`src/udw_pkg.sv`:
```
// Package of constants and carrier types for the up/down wiper host.
package udw_pkg;
  // Core clock period in picoseconds (125 MHz).
  localparam int CLK_PERIOD_PS = 8000;
  // Timing figures in their own units, as printed.
  localparam int T_SEL_SETUP_NS = 100;
  localparam int T_DIR_SETUP_US = 1;
  localparam int T_STEP_LOW_US = 1;
  localparam int T_STEP_HIGH_US = 1;
  localparam int T_STEP_CYCLE_US = 4;
  localparam int T_STEP_TO_DESEL_US = 1;
  localparam int T_DESEL_STORE_MS = 20;
  localparam int T_DESEL_NOSTORE_US = 1;
  // Least times rounded up to whole cycles.
  localparam int CYC_SEL_SETUP =
    (T_SEL_SETUP_NS * 1000 + CLK_PERIOD_PS - 1) / CLK_PERIOD_PS;
  localparam int CYC_DIR_SETUP =
    (T_DIR_SETUP_US * 1000000 + CLK_PERIOD_PS - 1) / CLK_PERIOD_PS;
  localparam int CYC_STEP_LOW =
    (T_STEP_LOW_US * 1000000 + CLK_PERIOD_PS - 1) / CLK_PERIOD_PS;
  // High phase stretched so that low plus high meets the cycle time.
  localparam int CYC_STEP_HIGH_MIN =
    (T_STEP_HIGH_US * 1000000 + CLK_PERIOD_PS - 1) / CLK_PERIOD_PS;
  localparam int CYC_STEP_CYCLE =
    (T_STEP_CYCLE_US * 1000000 + CLK_PERIOD_PS - 1) / CLK_PERIOD_PS;
  localparam int CYC_STEP_HIGH =
    (CYC_STEP_CYCLE - CYC_STEP_LOW > CYC_STEP_HIGH_MIN) ?
    CYC_STEP_CYCLE - CYC_STEP_LOW : CYC_STEP_HIGH_MIN;
  localparam int CYC_STEP_TO_DESEL =
    (T_STEP_TO_DESEL_US * 1000000 + CLK_PERIOD_PS - 1) / CLK_PERIOD_PS;
  localparam int CYC_DESEL_NOSTORE =
    (T_DESEL_NOSTORE_US * 1000000 + CLK_PERIOD_PS - 1) / CLK_PERIOD_PS;
  localparam longint CYC_DESEL_STORE_L =
    (longint'(T_DESEL_STORE_MS) * 1000000000 + CLK_PERIOD_PS - 1) /
    CLK_PERIOD_PS;
  localparam int CYC_DESEL_STORE = int'(CYC_DESEL_STORE_L);
  // Width of the timing counter and of the step-count field.
  localparam int TMR_W = 22;
  localparam int STEPS_W = 8;
  // Device position range: seven-bit counter, taps 0 to 127.
  localparam int POS_W = 7;
  localparam logic [POS_W-1:0] POS_MAX = 7'h7f;
  localparam logic [POS_W-1:0] POS_MIN = 7'h00;
  // Pin levels at reset: deselected, step high.
  localparam logic PIN_SEL_IDLE_N = 1'b1;
  localparam logic PIN_STEP_IDLE = 1'b1;

  // Command from user logic: move by a number of steps, then store if asked or if steps is zero.
  typedef struct packed {
    logic up;
    logic [STEPS_W-1:0] steps;
    logic store;
  } udw_cmd_t;

  // The three pins driven to the device.
  typedef struct packed {
    logic sel_n;
    logic up;
    logic step;
  } udw_pins_t;

  // Sequencer states.
  typedef enum logic [2:0] {
    ST_IDLE,
    ST_SEL,
    ST_DIR,
    ST_LOW,
    ST_HIGH,
    ST_ENDPHASE,
    ST_DESEL
  } udw_state_t;
endpackage : udw_pkg

```
`src/udw_host.sv`:
```
// Host sequencer driving the select, direction and step pins of the wiper.
`timescale 1ns/100ps
`default_nettype none
module udw_host
  import udw_pkg::*;
#(
  // Store deselect wait in cycles, shortened in simulation.
  parameter int STORE_WAIT_CYC = CYC_DESEL_STORE,
  parameter int N_STEPS_W = STEPS_W
)
(
  // Clock and reset.
  input wire logic i_core_clk,
  input wire logic i_rst,
  // Command port.
  input wire logic i_cmd_valid,
  input wire udw_cmd_t i_cmd,
  output logic o_cmd_ready,
  output logic o_done,
  // Tracked wiper position, loaded by user after power-up recall.
  input wire logic i_pos_load,
  input wire logic [POS_W-1:0] i_pos,
  output logic [POS_W-1:0] o_pos,
  // Device pins.
  output udw_pins_t o_pins
);
  udw_state_t state_ff;
  udw_state_t nxt_state;
  udw_cmd_t cmd_ff;
  udw_cmd_t nxt_cmd;
  logic [N_STEPS_W-1:0] left_ff;
  logic [N_STEPS_W-1:0] nxt_left;
  udw_pins_t pins_ff;
  udw_pins_t nxt_pins;
  logic [POS_W-1:0] pos_ff;
  logic [POS_W-1:0] nxt_pos;
  logic ready_ff;
  logic nxt_ready;
  logic done_ff;
  logic nxt_done;
  logic tmr_load;
  logic [TMR_W-1:0] tmr_count;
  logic tmr_done;

  // Shared wait timer for every phase of the pin sequence.
  udw_timer #(
    .W(TMR_W)
  ) u_timer (
    .i_core_clk(i_core_clk),
    .i_rst(i_rst),
    .i_load(tmr_load),
    .i_count(tmr_count),
    .o_done(tmr_done)
  );

  // Sequencer: idle takes a command; each later state moves on done, and all but desel load the next wait.
  always_comb
  begin
    nxt_state = state_ff;
    nxt_cmd = cmd_ff;
    nxt_left = left_ff;
    nxt_pins = pins_ff;
    nxt_pos = pos_ff;
    nxt_ready = 1'b0;
    nxt_done = 1'b0;
    tmr_load = 1'b0;
    tmr_count = '0;
    case (state_ff)
      ST_IDLE:
      begin
        nxt_ready = 1'b1;
        if (i_pos_load)
        begin
          nxt_pos = i_pos;
        end
        if (ready_ff && i_cmd_valid)
        begin
          nxt_ready = 1'b0;
          nxt_cmd = i_cmd;
          nxt_left = N_STEPS_W'(i_cmd.steps);
          // Select only with step high, so selecting never moves it.
          nxt_pins.step = 1'b1;
          nxt_pins.up = i_cmd.up;
          nxt_state = ST_SEL;
          tmr_load = 1'b1;
          tmr_count = TMR_W'(CYC_DIR_SETUP);
        end
      end
      ST_SEL:
      begin
        // Direction settles while still deselected, then select drops.
        if (tmr_done)
        begin
          nxt_pins.sel_n = 1'b0;
          nxt_state = ST_DIR;
          tmr_load = 1'b1;
          tmr_count = TMR_W'(CYC_SEL_SETUP);
        end
      end
      ST_DIR:
      begin
        if (tmr_done)
        begin
          if (left_ff == '0)
          begin
            nxt_state = ST_ENDPHASE;
            tmr_load = 1'b1;
            tmr_count = TMR_W'(CYC_STEP_TO_DESEL);
          end
          else
          begin
            nxt_pins.step = 1'b0;
            nxt_state = ST_LOW;
            tmr_load = 1'b1;
            tmr_count = TMR_W'(CYC_STEP_LOW);
            // Track the device counter, which saturates at its ends.
            if (cmd_ff.up && pos_ff != POS_MAX)
            begin
              nxt_pos = pos_ff + POS_W'(1);
            end
            else if (!cmd_ff.up && pos_ff != POS_MIN)
            begin
              nxt_pos = pos_ff - POS_W'(1);
            end
          end
        end
      end
      ST_LOW:
      begin
        if (tmr_done)
        begin
          nxt_left = left_ff - N_STEPS_W'(1);
          if (left_ff == N_STEPS_W'(1) && !cmd_ff.store)
          begin
            // Keep step low for the final deselect: no store.
            nxt_state = ST_ENDPHASE;
            tmr_load = 1'b1;
            tmr_count = TMR_W'(CYC_STEP_TO_DESEL);
          end
          else
          begin
            nxt_pins.step = 1'b1;
            nxt_state = ST_HIGH;
            tmr_load = 1'b1;
            tmr_count = TMR_W'(CYC_STEP_HIGH);
          end
        end
      end
      ST_HIGH:
      begin
        if (tmr_done)
        begin
          nxt_state = ST_DIR;
          tmr_load = 1'b1;
          tmr_count = TMR_W'(1);
        end
      end
      ST_ENDPHASE:
      begin
        // Step level here decides store (high) or no store (low).
        if (tmr_done)
        begin
          nxt_pins.sel_n = 1'b1;
          nxt_state = ST_DESEL;
          tmr_load = 1'b1;
          tmr_count = pins_ff.step ? TMR_W'(STORE_WAIT_CYC)
                                   : TMR_W'(CYC_DESEL_NOSTORE);
        end
      end
      ST_DESEL:
      begin
        if (tmr_done)
        begin
          // Restore step high so the idle level is safe for a reselect.
          nxt_pins.step = 1'b1;
          nxt_done = 1'b1;
          nxt_state = ST_IDLE;
        end
      end
      default:
      begin
        nxt_state = ST_IDLE;
      end
    endcase
  end

  // Registers; select comes out of reset high, as the device requires.
  always_ff @(posedge i_core_clk or posedge i_rst)
  begin
    if (i_rst)
    begin
      state_ff <= ST_IDLE;
      cmd_ff <= '0;
      left_ff <= '0;
      pins_ff <= '{sel_n: PIN_SEL_IDLE_N, up: 1'b0,
                   step: PIN_STEP_IDLE};
      pos_ff <= POS_MIN;
      ready_ff <= 1'b0;
      done_ff <= 1'b0;
    end
    else
    begin
      state_ff <= nxt_state;
      cmd_ff <= nxt_cmd;
      left_ff <= nxt_left;
      pins_ff <= nxt_pins;
      pos_ff <= nxt_pos;
      ready_ff <= nxt_ready;
      done_ff <= nxt_done;
    end
  end

  // Outputs straight from flip-flops.
  assign o_pins = pins_ff;
  assign o_pos = pos_ff;
  assign o_cmd_ready = ready_ff;
  assign o_done = done_ff;
endmodule : udw_host
`default_nettype wire

```
`src/udw_timer.sv`:
```
// Down-counting wait timer with a one-cycle done pulse.
`timescale 1ns/100ps
`default_nettype none
module udw_timer
  import udw_pkg::*;
#(
  parameter int W = TMR_W
)
(
  // Clock and reset.
  input wire logic i_core_clk,
  input wire logic i_rst,
  // Load a count; done pulses when it has run out.
  input wire logic i_load,
  input wire logic [W-1:0] i_count,
  output logic o_done
);
  logic [W-1:0] cnt_ff;
  logic [W-1:0] nxt_cnt;
  logic run_ff;
  logic nxt_run;
  logic done_ff;
  logic nxt_done;

  // A load restarts the count; at one the done pulse is raised.
  always_comb
  begin
    nxt_cnt = cnt_ff;
    nxt_run = run_ff;
    nxt_done = 1'b0;
    if (i_load)
    begin
      nxt_cnt = i_count;
      nxt_run = 1'b1;
    end
    else if (run_ff)
    begin
      if (cnt_ff <= W'(1))
      begin
        nxt_run = 1'b0;
        nxt_done = 1'b1;
      end
      else
      begin
        nxt_cnt = cnt_ff - W'(1);
      end
    end
  end

  // Registers of the timer.
  always_ff @(posedge i_core_clk or posedge i_rst)
  begin
    if (i_rst)
    begin
      cnt_ff <= '0;
      run_ff <= 1'b0;
      done_ff <= 1'b0;
    end
    else
    begin
      cnt_ff <= nxt_cnt;
      run_ff <= nxt_run;
      done_ff <= nxt_done;
    end
  end

  assign o_done = done_ff;
endmodule : udw_timer
`default_nettype wire

```
`config.mk`:
```
export PLATFORM = sky130hd
export DESIGN_NAME = udw_host
export DESIGN_NICKNAME = d
export VERILOG_FILES = /design/src/udw_pkg.sv /design/src/udw_host.sv /design/src/udw_timer.sv
export SDC_FILE = /design/constraint.sdc
export NUM_CORES = 1
export LEC_CHECK = 0
export ABC_AREA = 1
export BUFFER_PORTS_ARGS = -buffer_cell sky130_fd_sc_hd__clkbuf_2
export CORE_MARGIN = 10
export CORE_UTILIZATION = 59
export CTS_CLUSTER_SIZE = 30
export DETAILED_ROUTE_END_ITERATION = 8
export PLACE_DENSITY = 0.8
export SLEW_MARGIN = 5
export SYNTH_ARGS = -nofsm -noshare
export SYNTH_HDL_FRONTEND = slang
export SYNTH_SLANG_ARGS = --single-unit
```
`constraint.sdc`:
```
create_clock -name i_core_clk -period 2.8 [get_ports i_core_clk]
set_clock_uncertainty 0.2 [all_clocks]
set_input_delay 0.14 -clock i_core_clk [delete_from_list [all_inputs] [get_ports i_core_clk]]
set_output_delay 0.14 -clock i_core_clk [all_outputs]
set_load 0.02 [all_outputs]
```
== Yosys cells after proc, flatten, opt, wreduce, memory -nomap -nowiden ==
Cells that the tools add are included.

* Register bits after elaboration: 48
* Logic and storage cells: 111
* Bits of input ports: 21

* Magnitude comparators: 1
* Equality and inequality tests: 20
* Reductions and logical operators: 23
* Multiplexer cells: 51
* $add $sub $neg: 4

{| class="wikitable"
|+ Operators with widths
! cell !! number
|-
| $pmux 22 s6 || 1
|-
| $mux 22 || 5
|-
| $mux 7 || 7
|-
| $le 22x1->1 const B || 1
|-
| $sub 22x1->22 const B || 1
|-
| $mux 3 || 7
|-
| $mux 1 || 20
|-
| $mux 9 || 2
|-
| $pmux 3 s6 || 1
|-
| $mux 8 || 2
|-
| $pmux 8 s2 || 1
|-
| $pmux 7 s2 || 1
|-
| $ne 2x1->1 const B || 6
|-
| $ne 2x2->1 const B || 5
|-
| $eq 3x3->1 const B || 3
|-
| $eq 8x1->1 const B || 1
|-
| $logic_not 8->1 || 1
|-
| $reduce_bool 2->1 || 4
|-
| $sub 8x1->8 const B || 1
|-
| $add 7x1->7 const B || 1
|-
| $ne 7x7->1 const B || 1
|-
| $reduce_and 7->1 || 1
|-
| $reduce_bool 7->1 || 1
|-
| $sub 7x1->7 const B || 1
|-
| other kinds (16) || 24
|}

== Longest topological paths before layout ==
Gate-level depths: netlist of run 1.

* Depth after elaboration: 7
* Gate-level depth with buffers: 17

== Modules after synthesis ==
A second synthesis of run 1 with hierarchy kept.

* Cells, all modules: 532
* Area, all modules: 3,592.2 um^2

{| class="wikitable"
|+ Modules (own cells, without submodules)
! module !! cells each !! times used !! area each (um^2)
|-
| udw_timer || 264 || 1 || 1,800.5
|-
| udw_host || 268 || 1 || 1,791.7
|}

== Worst setup path after synthesis of run 1 ==
No wires, ideal clock.

* Kind: register to register
* Start: register pos_ff[1], in the netlist o_pos[1]
* End: register pos_ff[6], in the netlist o_pos[6]
* Cell stages (with the launch flop): 18
* Arrival time: 1,812 ps
* Data required time: 2,484 ps
* Path slack: 671 ps
* Path through: dfrtp_1 nand2_1 nor2_1 nand2_1 nand2_1 buf_4 nand2_1 nand2_1 inv_1 ha_1 inv_1 nand2_1 nand3_1 nand2_1 nand2_1 nand3_1 nand2_1 nand2_1

* Cells in the longest elaborated chain, start to end: 6

{| class="wikitable"
|+ Ends and longest elaborated chain
! element !! line !! source
|-
| start: declaration || udw_host.sv:35 || <nowiki>logic [POS_W-1:0] pos_ff;</nowiki>
|-
| start signal: assignment || udw_host.sv:207 || <nowiki>pos_ff <= nxt_pos;</nowiki>
|-
| $sub 7x1->7 or $ne 7x7->1 (tied branches) || udw_host.sv:123, udw_host.sv:117 ||
|-
| $mux 7 or $logic_and 1x1->1 (tied branches) || udw_host.sv:121, udw_host.sv:117 ||
|-
| $mux 7 || udw_host.sv:117 || <nowiki>if (cmd_ff.up && pos_ff != POS_MAX)</nowiki>
|-
| $mux 7 || udw_host.sv:104 || <nowiki>if (left_ff == '0)</nowiki>
|-
| $mux 7 || udw_host.sv:102 || <nowiki>if (tmr_done)</nowiki>
|-
| $pmux 7 s2 || udw_host.sv:68 || <nowiki>case (state_ff)</nowiki>
|}

Parallel ways exist; a longest one is shown, timed or not. The select of a mux whose other input is x is not followed.
A chain may end at the register's enable or synchronous reset.

== Worst setup path in the final report of run 1 ==
Ends and elaborated chain as after synthesis.

==> impl_results.md, run 1 <==
* Hold Slack at -3.72 ps
* R2r startpoint: o_pos[1]$_DFFE_PP0P_
* Final core utilization at 70.3%
* CTS sink cnt at 48
* Async SR Flop Fraction at 100%
* Die width at 93.8 µm
* Violated checks: hold timing
* Initial antenna violation count at 0
* Antenna Violating Nets Remaining at 0
* Layout cell share with drive strength beyond 1 at 12.8%
* Starting Density at 61.8%
* R2R setup slack at 410 ps
* Vias in the first global route at 3036
* Post-Route WL at 7500 µm
* CTS Buffer Depth at 2
* Register area share after synthesis at 37.4%
* Die area at 8800 µm²
* Total Neg Setup Slack at 0 ps
* Largest net degree at the start of global routing at 49
* Slew margin rel. at 33.8%
* CP Max Fanout at 11
* I/O Pins at 33
* Main combinational cell family by area after synthesis: simple AND/OR/NAND/NOR gates
* Status: finished with violations
* Commonest non-fill, non-tap cell in the layout: nand2_1
* CTS Buf Count at 5
* Crit end category: flop
* Synth warn at 0
* Synth Area in XOR/XNOR at 3.00%
* Peak supply drop at 618 µV
* P&R area growth vs syn at 13.9%
* CP Launch Type: flop
* Post-CTS Setup Bufs at 0
* Nets at 535
* Final worst path period need at 2390 ps
* Average wire per standard cell at 13.0 µm
* Post-Synth Adder-Cell Area at 2.72%
* Top FF cell, synth: dfrtp_1
* Max Cap Viol at 0
* FP Rows at 26
* CP max stage delay at 470 ps
* DRC Markers at 0
* Commonest non-fill, non-tap cells in the layout: 103 x nand2_1, 82 x nor2_1, 51 x inv_1, 46 x dfrtp_1, 36 x o21ai_0
* RSZ-0062 raised after global routing: false
* H-tree Lvls at 2
* Cell Chain, Critical Path: nand2_1 > nor2_1 > nand2_1 > nand2_1 > nand2_1 > nand2_1 > inv_1 > ha_1 > inv_1 > nand2_1 > nand3_1 > nand2_1 > nand2_1 > nand3_1 > nand2_1 > nand2_1
* Detailed placer's ending HPWL at 5310 µm
* Clk_lat worst skew at 300 ps
* Final hold vios at 2
* Min-Delay Path Class: primary input to flop
* Core area at 5200 µm²
* Reg2reg path depth at 16
* GPL Wtd Cong at 0.877
* Post-synth EDFFs at 0
* Register bit total from synthesis at 48
* Clock slew at reported path FFs at 90 ps
* LEAKAGE at 1.83 nW
* TritonCTS clock tree: done
* Unique masters post-synth at 42
* Worst hold start: i_pos[5]
* Post-synthesis compound-gate area fraction at 15.0%
* Cells on Worst Hold Path at 5
* Mapped cell area at 3220 µm²
* CP max-delay cell: dfrtp_1
* Worst hold endpoint: o_pos[5]$_DFFE_PP0P_
* Die Ht at 93.8 µm
* Post-CTS sizing at 0
* Gr usage total at 18.2%
* DR vias at 3117
* DRT Pass-1 Iters at 5
* Setup-failing EPs final at 0
* First-pass GRT wire length at 13600 µm
* Slew @ Worst Pin at 991 ps
* Simple-gate area share of the yosys netlist at 32.5%
* Cells after Synth at 461
* Post-synthesis mux area share at 0.311%
* Pins Over Slew Limit at 0
* Fmax at 419 MHz
* Root Driver: clkbuf_8
* CP required at 2800 ps
* CP most frequent cell: nand2_1
* PD cells at 1060 nW/µm²
* Synth Area per Inst at 6.98 µm²
* Remaining global-route overflow at 0
* Filler Cell Count at 439
* Ant. Diodes at 0
* Period utilization at 85.2%
* Vias/cell at 5.39
* Syn_nets at 489
* Port Buffers at 32
* Crit path kind: flop to flop
* Initial DRC Count at 130
* Critical path arrival at 2390 ps
* Reg2reg end: o_pos[6]$_DFFE_PP0P_
## logic make-up after synthesis
family,Yosys count
XOR/XNOR,11
adder cells (fa/ha/maj),7
flip-flops,48
AND/OR/NAND/NOR,245
multiplexers,1
buffers and inverters,69
AO/OA/AOI/OAI,80
## synthesized netlist by cell type (all sizes together), types with 2 or more instances
master    n  share of area, %
xnor2     4               1.1
nor2     85                10
a32oi     2              0.54
nand4     7               1.4
dfstp     2               1.6
o22ai     4              0.78
a21oi    14               2.9
a31oi     8               1.6
buf      10               2.2
nand3    28               4.7
nand2   106                13
xor2      7               1.9
nor4      3              0.58
ha        7               2.7
inv      58               6.8
o21ai    44               7.2
dfrtp    46                36
o31ai     2              0.47
nor3     13               2.0
## sequential cells by signal, indices dropped and copies added, names as in the netlist, 3 cells and up
name and flops:
state_ff 3, left_ff 8, o_pins 3, u_timer.cnt_ff 22, o_pos 7
## power breakdown
part,switching [mW],leakage [nW],internal (mW),total [mW]
clock network,0.232,0.0445,0.201,0.433
registers,0.323,0.600,0.983,1.31
logic,1.37,1.18,0.756,2.12
total,1.92,1.83,1.94,3.86
## worst max-delay path by stage
stage	start	slack (ps)	to	cells past startpoint
after floorplan	o_pos[1]$_DFFE_PP0P_	670	o_pos[6]$_DFFE_PP0P_	17
after global placement	o_pos[1]$_DFFE_PP0P_	540	o_pos[6]$_DFFE_PP0P_	16
after detailed placement	o_pos[1]$_DFFE_PP0P_	430	o_pos[6]$_DFFE_PP0P_	16
after CTS	o_pos[1]$_DFFE_PP0P_	430	o_pos[6]$_DFFE_PP0P_	16
after global routing	o_pos[1]$_DFFE_PP0P_	110	o_pos[6]$_DFFE_PP0P_	16
final	o_pos[1]$_DFFE_PP0P_	410	o_pos[6]$_DFFE_PP0P_	16
## layer usage
metal	GRT usage (%)	wire length, µm
met2	31.3	3620
met5	0	0
met3	2.96	294
met4	3.92	64
met1	23.2	3520
## worst max-delay path: cells and delay by family, from the launching register on
| kind | cells | cell delay (ps) |
|---|---|---|
| simple gates | 13 | 1350 |
| flops | 1 | 470 |
| fa+ha+maj | 1 | 160 |
| buf+inv | 2 | 110 |
## metrics by stage
step	area, µm²	std cells	hold slack, ps	setup slack (ps)	power (mW)
after floorplan	3220	461	56.6	671	2.96
after global placement	3400	553	147	544	3.32
after detailed placement	3400	553	163	435	3.38
after CTS	3660	578	4.93	429	3.84
after global routing	3660	578	50.3	112	4.27
final	3660	578	-3.72	414	3.86
## cell type report
cell class              instances  area, µm²  share of cell area (%)
clock buffers                   7       86.3                    2.36
clock inverters                 1       7.51                   0.205
inverters                      58        218                    5.95
multi-input cells             344       1720                    47.0
flip-flops and latches         48       1200                    32.9
well taps                      70       87.6                    2.39
repair buffers                 50        338                    9.23
## what timing repair did
action,4_1_cts,5_1_grt
setup endpoints to repair,0,0
endpoints found under the hold margin,62,0
hold buffers,17,0
(Power assumes the default switching activity.)
==> run 2: changes to the inputs <==
Settings changed: ABC_CLOCK_PERIOD_IN_PS from default to 2800, BUFFER_PORTS_ARGS -buffer_cell sky130_fd_sc_hd__clkbuf_2 to -buffer_cell sky130_fd_sc_hd__buf_2, MAX_ROUTING_LAYER from default to met4.
==> impl_results.md, run 2 (same netlist as run 1, synthesis figures left out) <==
* Die area at 8800 µm² (unchanged)
* CP Max Fanout at 11 (unchanged)
* Layout cell share with drive strength beyond 1 at 13.0% (was 12.8%)
* CP required at 2800 ps (about the same)
* Setup-failing EPs final at 0 (unchanged)
* CTS sink cnt at 48 (unchanged)
* Detailed placer's ending HPWL at 5280 µm (was 5310 µm)
* Status: finished, final reports clean (was finished with violations)
* GPL Wtd Cong at 0.895 (was 0.877)
* Crit end category: flop (unchanged)
* Post-Route WL at 7520 µm (was 7500 µm)
* Final worst path period need at 2370 ps (was 2390 ps)
* Slew margin rel. at 32.6% (was 33.8%)
* RSZ-0062 raised after global routing: false (unchanged)
* Pins Over Slew Limit at 0 (unchanged)
* R2R setup slack at 430 ps (was 410 ps)
* Initial DRC Count at 211 (was 130)
* Comb power frac at 55.3% (was 55.0%)
* Crit path kind: flop to flop (unchanged)
* Clk_lat worst skew at 300 ps (about the same)
* Core area at 5200 µm² (unchanged)
* Die Ht at 93.8 µm (unchanged)
* Int Pwr at 1.92 mW (was 1.94 mW)
* Commonest non-fill, non-tap cells in the layout: 103 x nand2_1, 82 x nor2_1, 51 x inv_1, 46 x dfrtp_1, 36 x o21ai_0 (unchanged)
* Vias in the first global route at 2962 (was 3036)
* Global-route track usage on met1 at 24.1% (was 23.2%)
* PD cells at 1050 nW/µm² (was 1060 nW/µm²)
* Total Neg Setup Slack at 0 ps (unchanged)
* Net Sw Power at 1.92 mW (about the same)
* Gr usage total at 18.9% (was 18.2%)
* Average wire per standard cell at 13.0 µm (about the same)
* LEAKAGE at 1.83 nW (about the same)
* TritonCTS clock tree: done (unchanged)
* Biggest register: u_timer.cnt_ff (unchanged)
* Slew @ Worst Pin at 1010 ps (was 991 ps)
* GR peak layer: met2 (unchanged)
* Register share of total power at 34.0% (was 33.8%)
* First-pass GRT wire length at 13500 µm (was 13600 µm)
* H-tree Lvls at 2 (unchanged)
* P&R area growth vs syn at 14.0% (was 13.9%)
* Root Driver: clkbuf_8 (unchanged)
* Die width at 93.8 µm (unchanged)
* Peak supply drop at 567 µV (was 618 µV)
* Antenna Violating Nets Remaining at 0 (unchanged)
* Power Total at 3.84 mW (was 3.86 mW)
* FP Rows at 26 (unchanged)
* Largest net degree at the start of global routing at 49 (unchanged)
* Largest register FFs at 22 (unchanged)
* GR Util met2 at 29.9% (was 31.3%)
* CTS Buf Count at 5 (unchanged)
* DRC Markers at 0 (unchanged)
* Sw frac at 50.0% (was 49.8%)
* DR vias at 3140 (was 3117)
* Initial antenna violation count at 0 (unchanged)
* I/O Pins at 33 (unchanged)
* CTS Buffer Depth at 2 (unchanged)
* GR Layer Usage met3 at 4.24% (was 2.96%)
* Starting Density at 61.8% (unchanged)
* DRT Pass-1 Iters at 4 (was 5)
* Min-Delay Path Class: primary input to flop (unchanged)
* Ant. Diodes at 0 (unchanged)
* Final hold vios at 0 (was 2)
* Vias/cell at 5.42 (was 5.39)
* Post-CTS sizing at 0 (unchanged)
* Clock power frac at 10.8% (was 11.2%)
* Fmax at 421 MHz (was 419 MHz)
* CP Launch Type: flop (unchanged)
* Period utilization at 84.8% (was 85.2%)
* Nets at 536 (was 535)
* Commonest non-fill, non-tap cell in the layout: nand2_1 (unchanged)
* Clock slew at reported path FFs at 90 ps (about the same)
* Max Cap Viol at 0 (unchanged)
* Critical path arrival at 2370 ps (was 2390 ps)
* Port Buffers at 32 (unchanged)
* Remaining global-route overflow at 0 (unchanged)
* Final Non-Filler Cells at 579 (was 578)
* Dpl cells at 553 (unchanged)
-- run 2: path summary, 6_finish.rpt --
check / depth (start not counted) / end / startpoint
worst max-delay path: 16 / o_pos[6]$_DFFE_PP0P_ / o_pos[1]$_DFFE_PP0P_
worst min-delay path: 5 / o_pos[0]$_DFFE_PP0P_ / i_pos[0]
worst max register to register: 16 / o_pos[6]$_DFFE_PP0P_ / o_pos[1]$_DFFE_PP0P_
worst min register to register: 2 / o_pins[2]$_DFFE_PP1P_ / o_pins[2]$_DFFE_PP1P_
max in group asynchronous: 3 / o_pos[0]$_DFFE_PP0P_ / i_rst
min in group asynchronous: 3 / o_pos[6]$_DFFE_PP0P_ / i_rst
-- run 2: critical path, cell delays in order, from the launching register on --
cell	delay (ps)
dfrtp_1	470
nand2_1	90
nor2_1	100
nand2_1	110
nand2_1	290
nand2_1	150
nand2_1	100
inv_1	40
ha_1	160
inv_1	70
nand2_1	90
nand3_1	110
nand2_1	60
nand2_1	50
nand3_1	60
nand2_1	60
nand2_1	50
-- run 2: per-layer routing --
layer	part of all wire (%)	wire [µm]	vias up
li1	-	-	1599
met1	48	3600	1474
met2	47	3570	63
met3	4.0	301	4
met4	0.61	46	0
met5	0	0	-
-- run 2: power groups by stage --
stage	registers (mW)	logic (mW)	clock network [mW]
finish	1.30	2.12	0.412
floorplan	1.31	1.65	0
detailed placement	1.30	2.07	0
global placement	1.30	2.02	0
global route	1.35	2.47	0.458
CTS	1.29	2.10	0.429
-- run 2: final cells by class --
type,count,area (µm²)
clock inverter,3,18.8
clock buffer,5,68.8
timing repair buffer,51,348
fill,432,1540
tap,70,87.6
sequential,48,1200
inverter,58,218
multi-input combinational,344,1720
-- run 2: timing repair --
action                                 CTS  global route
hold buffers                            18             0
setup buffers                            0             0
endpoints found under the hold margin   63             0
-- run 2: per-stage QoR --
step                worst slack, ps  hold slack (ps)  cell area (µm²)  utilization, %
floorplan                       671             56.6             3220               -
detailed placement              503              150             3400            65.3
global placement                553              148             3400            65.3
CTS                             480             11.7             3660            70.4
global route                    201             57.0             3660            70.4
finish                          427             25.7             3660            70.4
==> run 3: changes to the inputs <==
Settings changed: ABC_AREA 1 to 0, ABC_CLOCK_PERIOD_IN_PS 2800 to 2500.
Clock period 2.8 ns to 2.5 ns, I/O delays scaled along.
==> impl_results.md, run 3 <==
* Status: finished with violations (was finished, final reports clean)
* Violated checks: setup timing
* Cells after Synth at 375 (was 461)
* Antenna Violating Nets Remaining at 0 (unchanged)
* Clock power frac at 24.1% (was 10.8%)
* Max Cap Viol at 0 (unchanged)
* Layout cell share with drive strength beyond 1 at 23.2% (was 13.0%)
* Die Ht at 93.4 µm (was 93.8 µm)
* Slew @ Worst Pin at 907 ps (was 1010 ps)
* Top-area cell type share of the netlist area at 36.2% (was 35.8%)
* FP Rows at 26 (unchanged)
* Final worst path period need at 2500 ps (was 2370 ps)
* TritonCTS clock tree: done (unchanged)
* Met2 WL post-DR at 4290 µm (was 3570 µm)
* Vias/cell at 6.42 (was 5.42)
* Net Sw Power at 0.786 mW (was 1.92 mW)
* R2R setup slack at -4 ps (was 430 ps)
* Synth Area per Inst at 8.47 µm² (was 6.98 µm²)
* Peak supply drop at 411 µV (was 567 µV)
* Cells on Worst Hold Path at 4 (was 5)
* CTS Buffer Depth at 2 (unchanged)
* First-pass GRT wire length at 14500 µm (was 13500 µm)
* Filler Cell Count at 353 (was 432)
* Int Pwr at 1.58 mW (was 1.92 mW)
* DRT Pass-1 Iters at 5 (was 4)
* Largest register FFs at 22 (unchanged)
* Fmax at 399 MHz (was 421 MHz)
* Slew margin rel. at 39.3% (was 32.6%)
* Synth area leaders: dfrtp_1 36%, o21ai_0 4.7%, a21oi_1 4.6%, nor2_1 4.1%, ha_1 2.8% (was dfrtp_1 36%, nand2_1 12%, nor2_1 9.6%, inv_1 6.1%, o21ai_0 5.6%)
* Port Buffers at 32 (unchanged)
* Post-Route WL at 9050 µm (was 7520 µm)
* PD cells at 597 nW/µm² (was 1050 nW/µm²)
* Root Driver: clkbuf_8 (unchanged)
* Clock slew at reported path FFs at 90 ps (about the same)
* Largest net degree at the start of global routing at 27 (was 49)
* Syn_nets at 403 (was 489)
* CP Max Fanout at 6 (was 11)
* Register bit total from synthesis at 48 (unchanged)
* Final hold vios at 0 (unchanged)
* Average wire per standard cell at 17.6 µm (was 13.0 µm)
* RSZ-0062 raised after global routing: true (was false)
* Initial DRC Count at 295 (was 211)
* Pins Over Slew Limit at 0 (unchanged)
* Total Neg Setup Slack at -4.31 ps (was 0 ps)
* Mapped cell area at 3180 µm² (was 3220 µm²)
* WL met1 at 3880 µm (was 3600 µm)
* Top FF cell, synth: dfrtp_1 (unchanged)
* R2r startpoint: u_timer.cnt_ff[5]$_DFFE_PP0P_ (was o_pos[1]$_DFFE_PP0P_)
* Unique masters post-synth at 64 (was 42)
* Synth warn at 0 (unchanged)
* Sw frac at 33.2% (was 50.0%)
* GPL Wtd Cong at 0.926 (was 0.895)
* Worst hold start: i_pos[5] (was i_pos[0])
* Critical path arrival at 2480 ps (was 2370 ps)
* Top cells by instance count after synthesis: 46 x dfrtp_1, 35 x nor2_1, 30 x o21ai_0, 29 x a21oi_1, 22 x clkbuf_1 (was 103 x nand2_1, 82 x nor2_1, 52 x inv_1, 46 x dfrtp_1, 36 x o21ai_0)
* Register area share after synthesis at 37.9% (was 37.4%)
* Register share of total power at 43.3% (was 34.0%)
* LEAKAGE at 1.69 nW (was 1.83 nW)
* Biggest register: u_timer.cnt_ff (unchanged)
* Clk_lat worst skew at 310 ps (was 300 ps)
* Synth area leader: dfrtp_1 (unchanged)
* Remaining global-route overflow at 0 (unchanged)
* Starting Density at 61.4% (was 61.8%)
* DR vias at 3302 (was 3140)
* Gr usage total at 20.6% (was 18.9%)
* Routed wl met3 at 692 µm (was 301 µm)
* Initial antenna violation count at 0 (unchanged)
* Top-count cell post-synth: dfrtp_1 (was nand2_1)
* Commonest non-fill, non-tap cells in the layout: 46 x dfrtp_1, 37 x buf_4, 35 x nor2_1, 33 x buf_2, 29 x a21oi_1 (was 103 x nand2_1, 82 x nor2_1, 51 x inv_1, 46 x dfrtp_1, 36 x o21ai_0)
* Min-Delay Path Class: primary input to flop (unchanged)
* Core area at 5170 µm² (was 5200 µm²)
* CTS Buf Count at 5 (unchanged)
* Ant. Diodes at 0 (unchanged)
* Dpl cells at 486 (was 553)
* I/O Pins at 33 (unchanged)
* CP Launch Type: flop (unchanged)
* Die area at 8720 µm² (was 8800 µm²)
* Final core utilization at 76.5% (was 70.4%)
* Worst hold endpoint: o_pos[5]$_DFFE_PP0P_ (was o_pos[0]$_DFFE_PP0P_)
* Setup-failing EPs final at 1 (was 0)
* Vias in the first global route at 3101 (was 2962)
* CP required at 2470 ps (was 2800 ps)
* Commonest non-fill, non-tap cell in the layout: dfrtp_1 (was nand2_1)
* CP startpoint: u_timer.cnt_ff[5]$_DFFE_PP0P_ (was o_pos[1]$_DFFE_PP0P_)
* DRC Markers at 0 (unchanged)
* Nets at 471 (was 536)
* Crit end category: flop (unchanged)
* Reg2reg end: u_timer.cnt_ff[6]$_DFFE_PP0P_ (was o_pos[6]$_DFFE_PP0P_)
* Final Non-Filler Cells at 514 (was 579)
* Die width at 93.4 µm (was 93.8 µm)
* Post-synth EDFFs at 0 (unchanged)
* Period utilization at 100% (was 84.8%)
* CTS sink cnt at 48 (unchanged)
* H-tree Lvls at 2 (unchanged)
* Hold Slack at 11.7 ps (was 25.7 ps)
* P&R area growth vs syn at 24.6% (was 14.0%)
* Async SR Flop Fraction at 100% (unchanged)
* Comb power frac at 32.5% (was 55.3%)
* Crit path kind: flop to flop (unchanged)
* Detailed placer's ending HPWL at 6120 µm (was 5280 µm)
* Reg2reg path depth at 6 (was 16)
* Fin worst setup slack at -4.31 ps (was 427 ps)
* Max Used Layer: met4 (unchanged)
## run 3: changes by cell type in the layout (fill, tap and decap cells not counted), sizes merged, moves of 6 or more
| cell | change |
|---|---|
| a21oi | +15 |
| and3 | +7 |
| buf | +39 |
| inv | -44 |
| nand2 | -86 |
| nand3 | -15 |
| nor2 | -50 |
| o21ai | -13 |
| o22a | +7 |
| or4 | +6 |
## run 3: timing repair
action                                  in CTS  in global routing
pin swaps                                    0                  3
resized for setup                            2                 14
buffers inserted                             0                  3
endpoints found under the hold margin       39                  0
endpoints found under the setup margin       5                 12
hold buffers                                17                  0
## run 3: per-stage QoR
stage                     area [µm²]  setup slack (ps)  total power, mW
after floorplan                 3200             -32.3             1.47
after global placement          3600             -13.8             1.70
after detailed placement        3600             -31.7             1.73
after CTS                       3880           -0.0844             2.32
after global routing            3960             -26.8             2.49
final                           3960             -4.31             2.36
## run 3: worst max path at each step
stage          cells after the start                             end  slack (ps)
2_1_floorplan                      7   u_timer.cnt_ff[4]$_DFFE_PP0P_         -30
3_3_place_gp                       6  u_timer.cnt_ff[10]$_DFFE_PP0P_         -10
3_5_place_dp                       6  u_timer.cnt_ff[10]$_DFFE_PP0P_         -30
4_1_cts                            6  u_timer.cnt_ff[10]$_DFFE_PP0P_       -0.08
5_1_grt                            6   u_timer.cnt_ff[6]$_DFFE_PP0P_         -30
6_report                           6   u_timer.cnt_ff[6]$_DFFE_PP0P_          -4
## run 3: worst max-delay path, stage by stage, from the launching register on
cell	delay (ps)
dfrtp_1	410
or4_4	550
or4_4	560
buf_2	190
o211a_1	220
xnor2_1	150
o21ai_1	80
## run 3: cell type report
class / count / area [µm²] / area share [%]
Multi-Input combinational cell: 285 / 1860 / 47.1
Sequential cell: 48 / 1200 / 30.4
Timing Repair Buffer: 89 / 644 / 16.3
Tap cell: 70 / 87.6 / 2.21
Clock buffer: 6 / 72.6 / 1.83
Inverter: 14 / 52.6 / 1.33
Clock inverter: 2 / 35.0 / 0.885
## run 3: power by group through the flow
stage               logic [mW]  registers [mW]  clock network, mW
finish                   0.769            1.02              0.570
global route             0.851            1.04              0.605
CTS                      0.726            1.01              0.577
global placement         0.675            1.02                  0
detailed placement       0.702            1.03                  0
floorplan                0.423            1.05                  0
## run 3: layer usage
metal,vias to the layer above,GRT usage [%]
met1,1574,26.2
met2,166,32.0
li1,1540,-
met4,0,6.81
met5,-,-
met3,22,3.92
## run 3: logic make-up (layout without fill, tap and decap cells)
| kind of cell | Yosys count | count (layout) | share of synthesized area (%) |
|---|---|---|---|
| AND/OR/NAND/NOR | 139 | 139 | 23.6 |
| multiplexers | 2 | 2 | 0.670 |
| adder cells (fa/ha/maj) | 7 | 7 | 2.76 |
| XOR/XNOR | 10 | 10 | 2.76 |
| flip-flops | 48 | 48 | 37.9 |
| AO/OA/AOI/OAI | 127 | 127 | 26.7 |
| buffers and inverters | 42 | 111 | 5.63 |
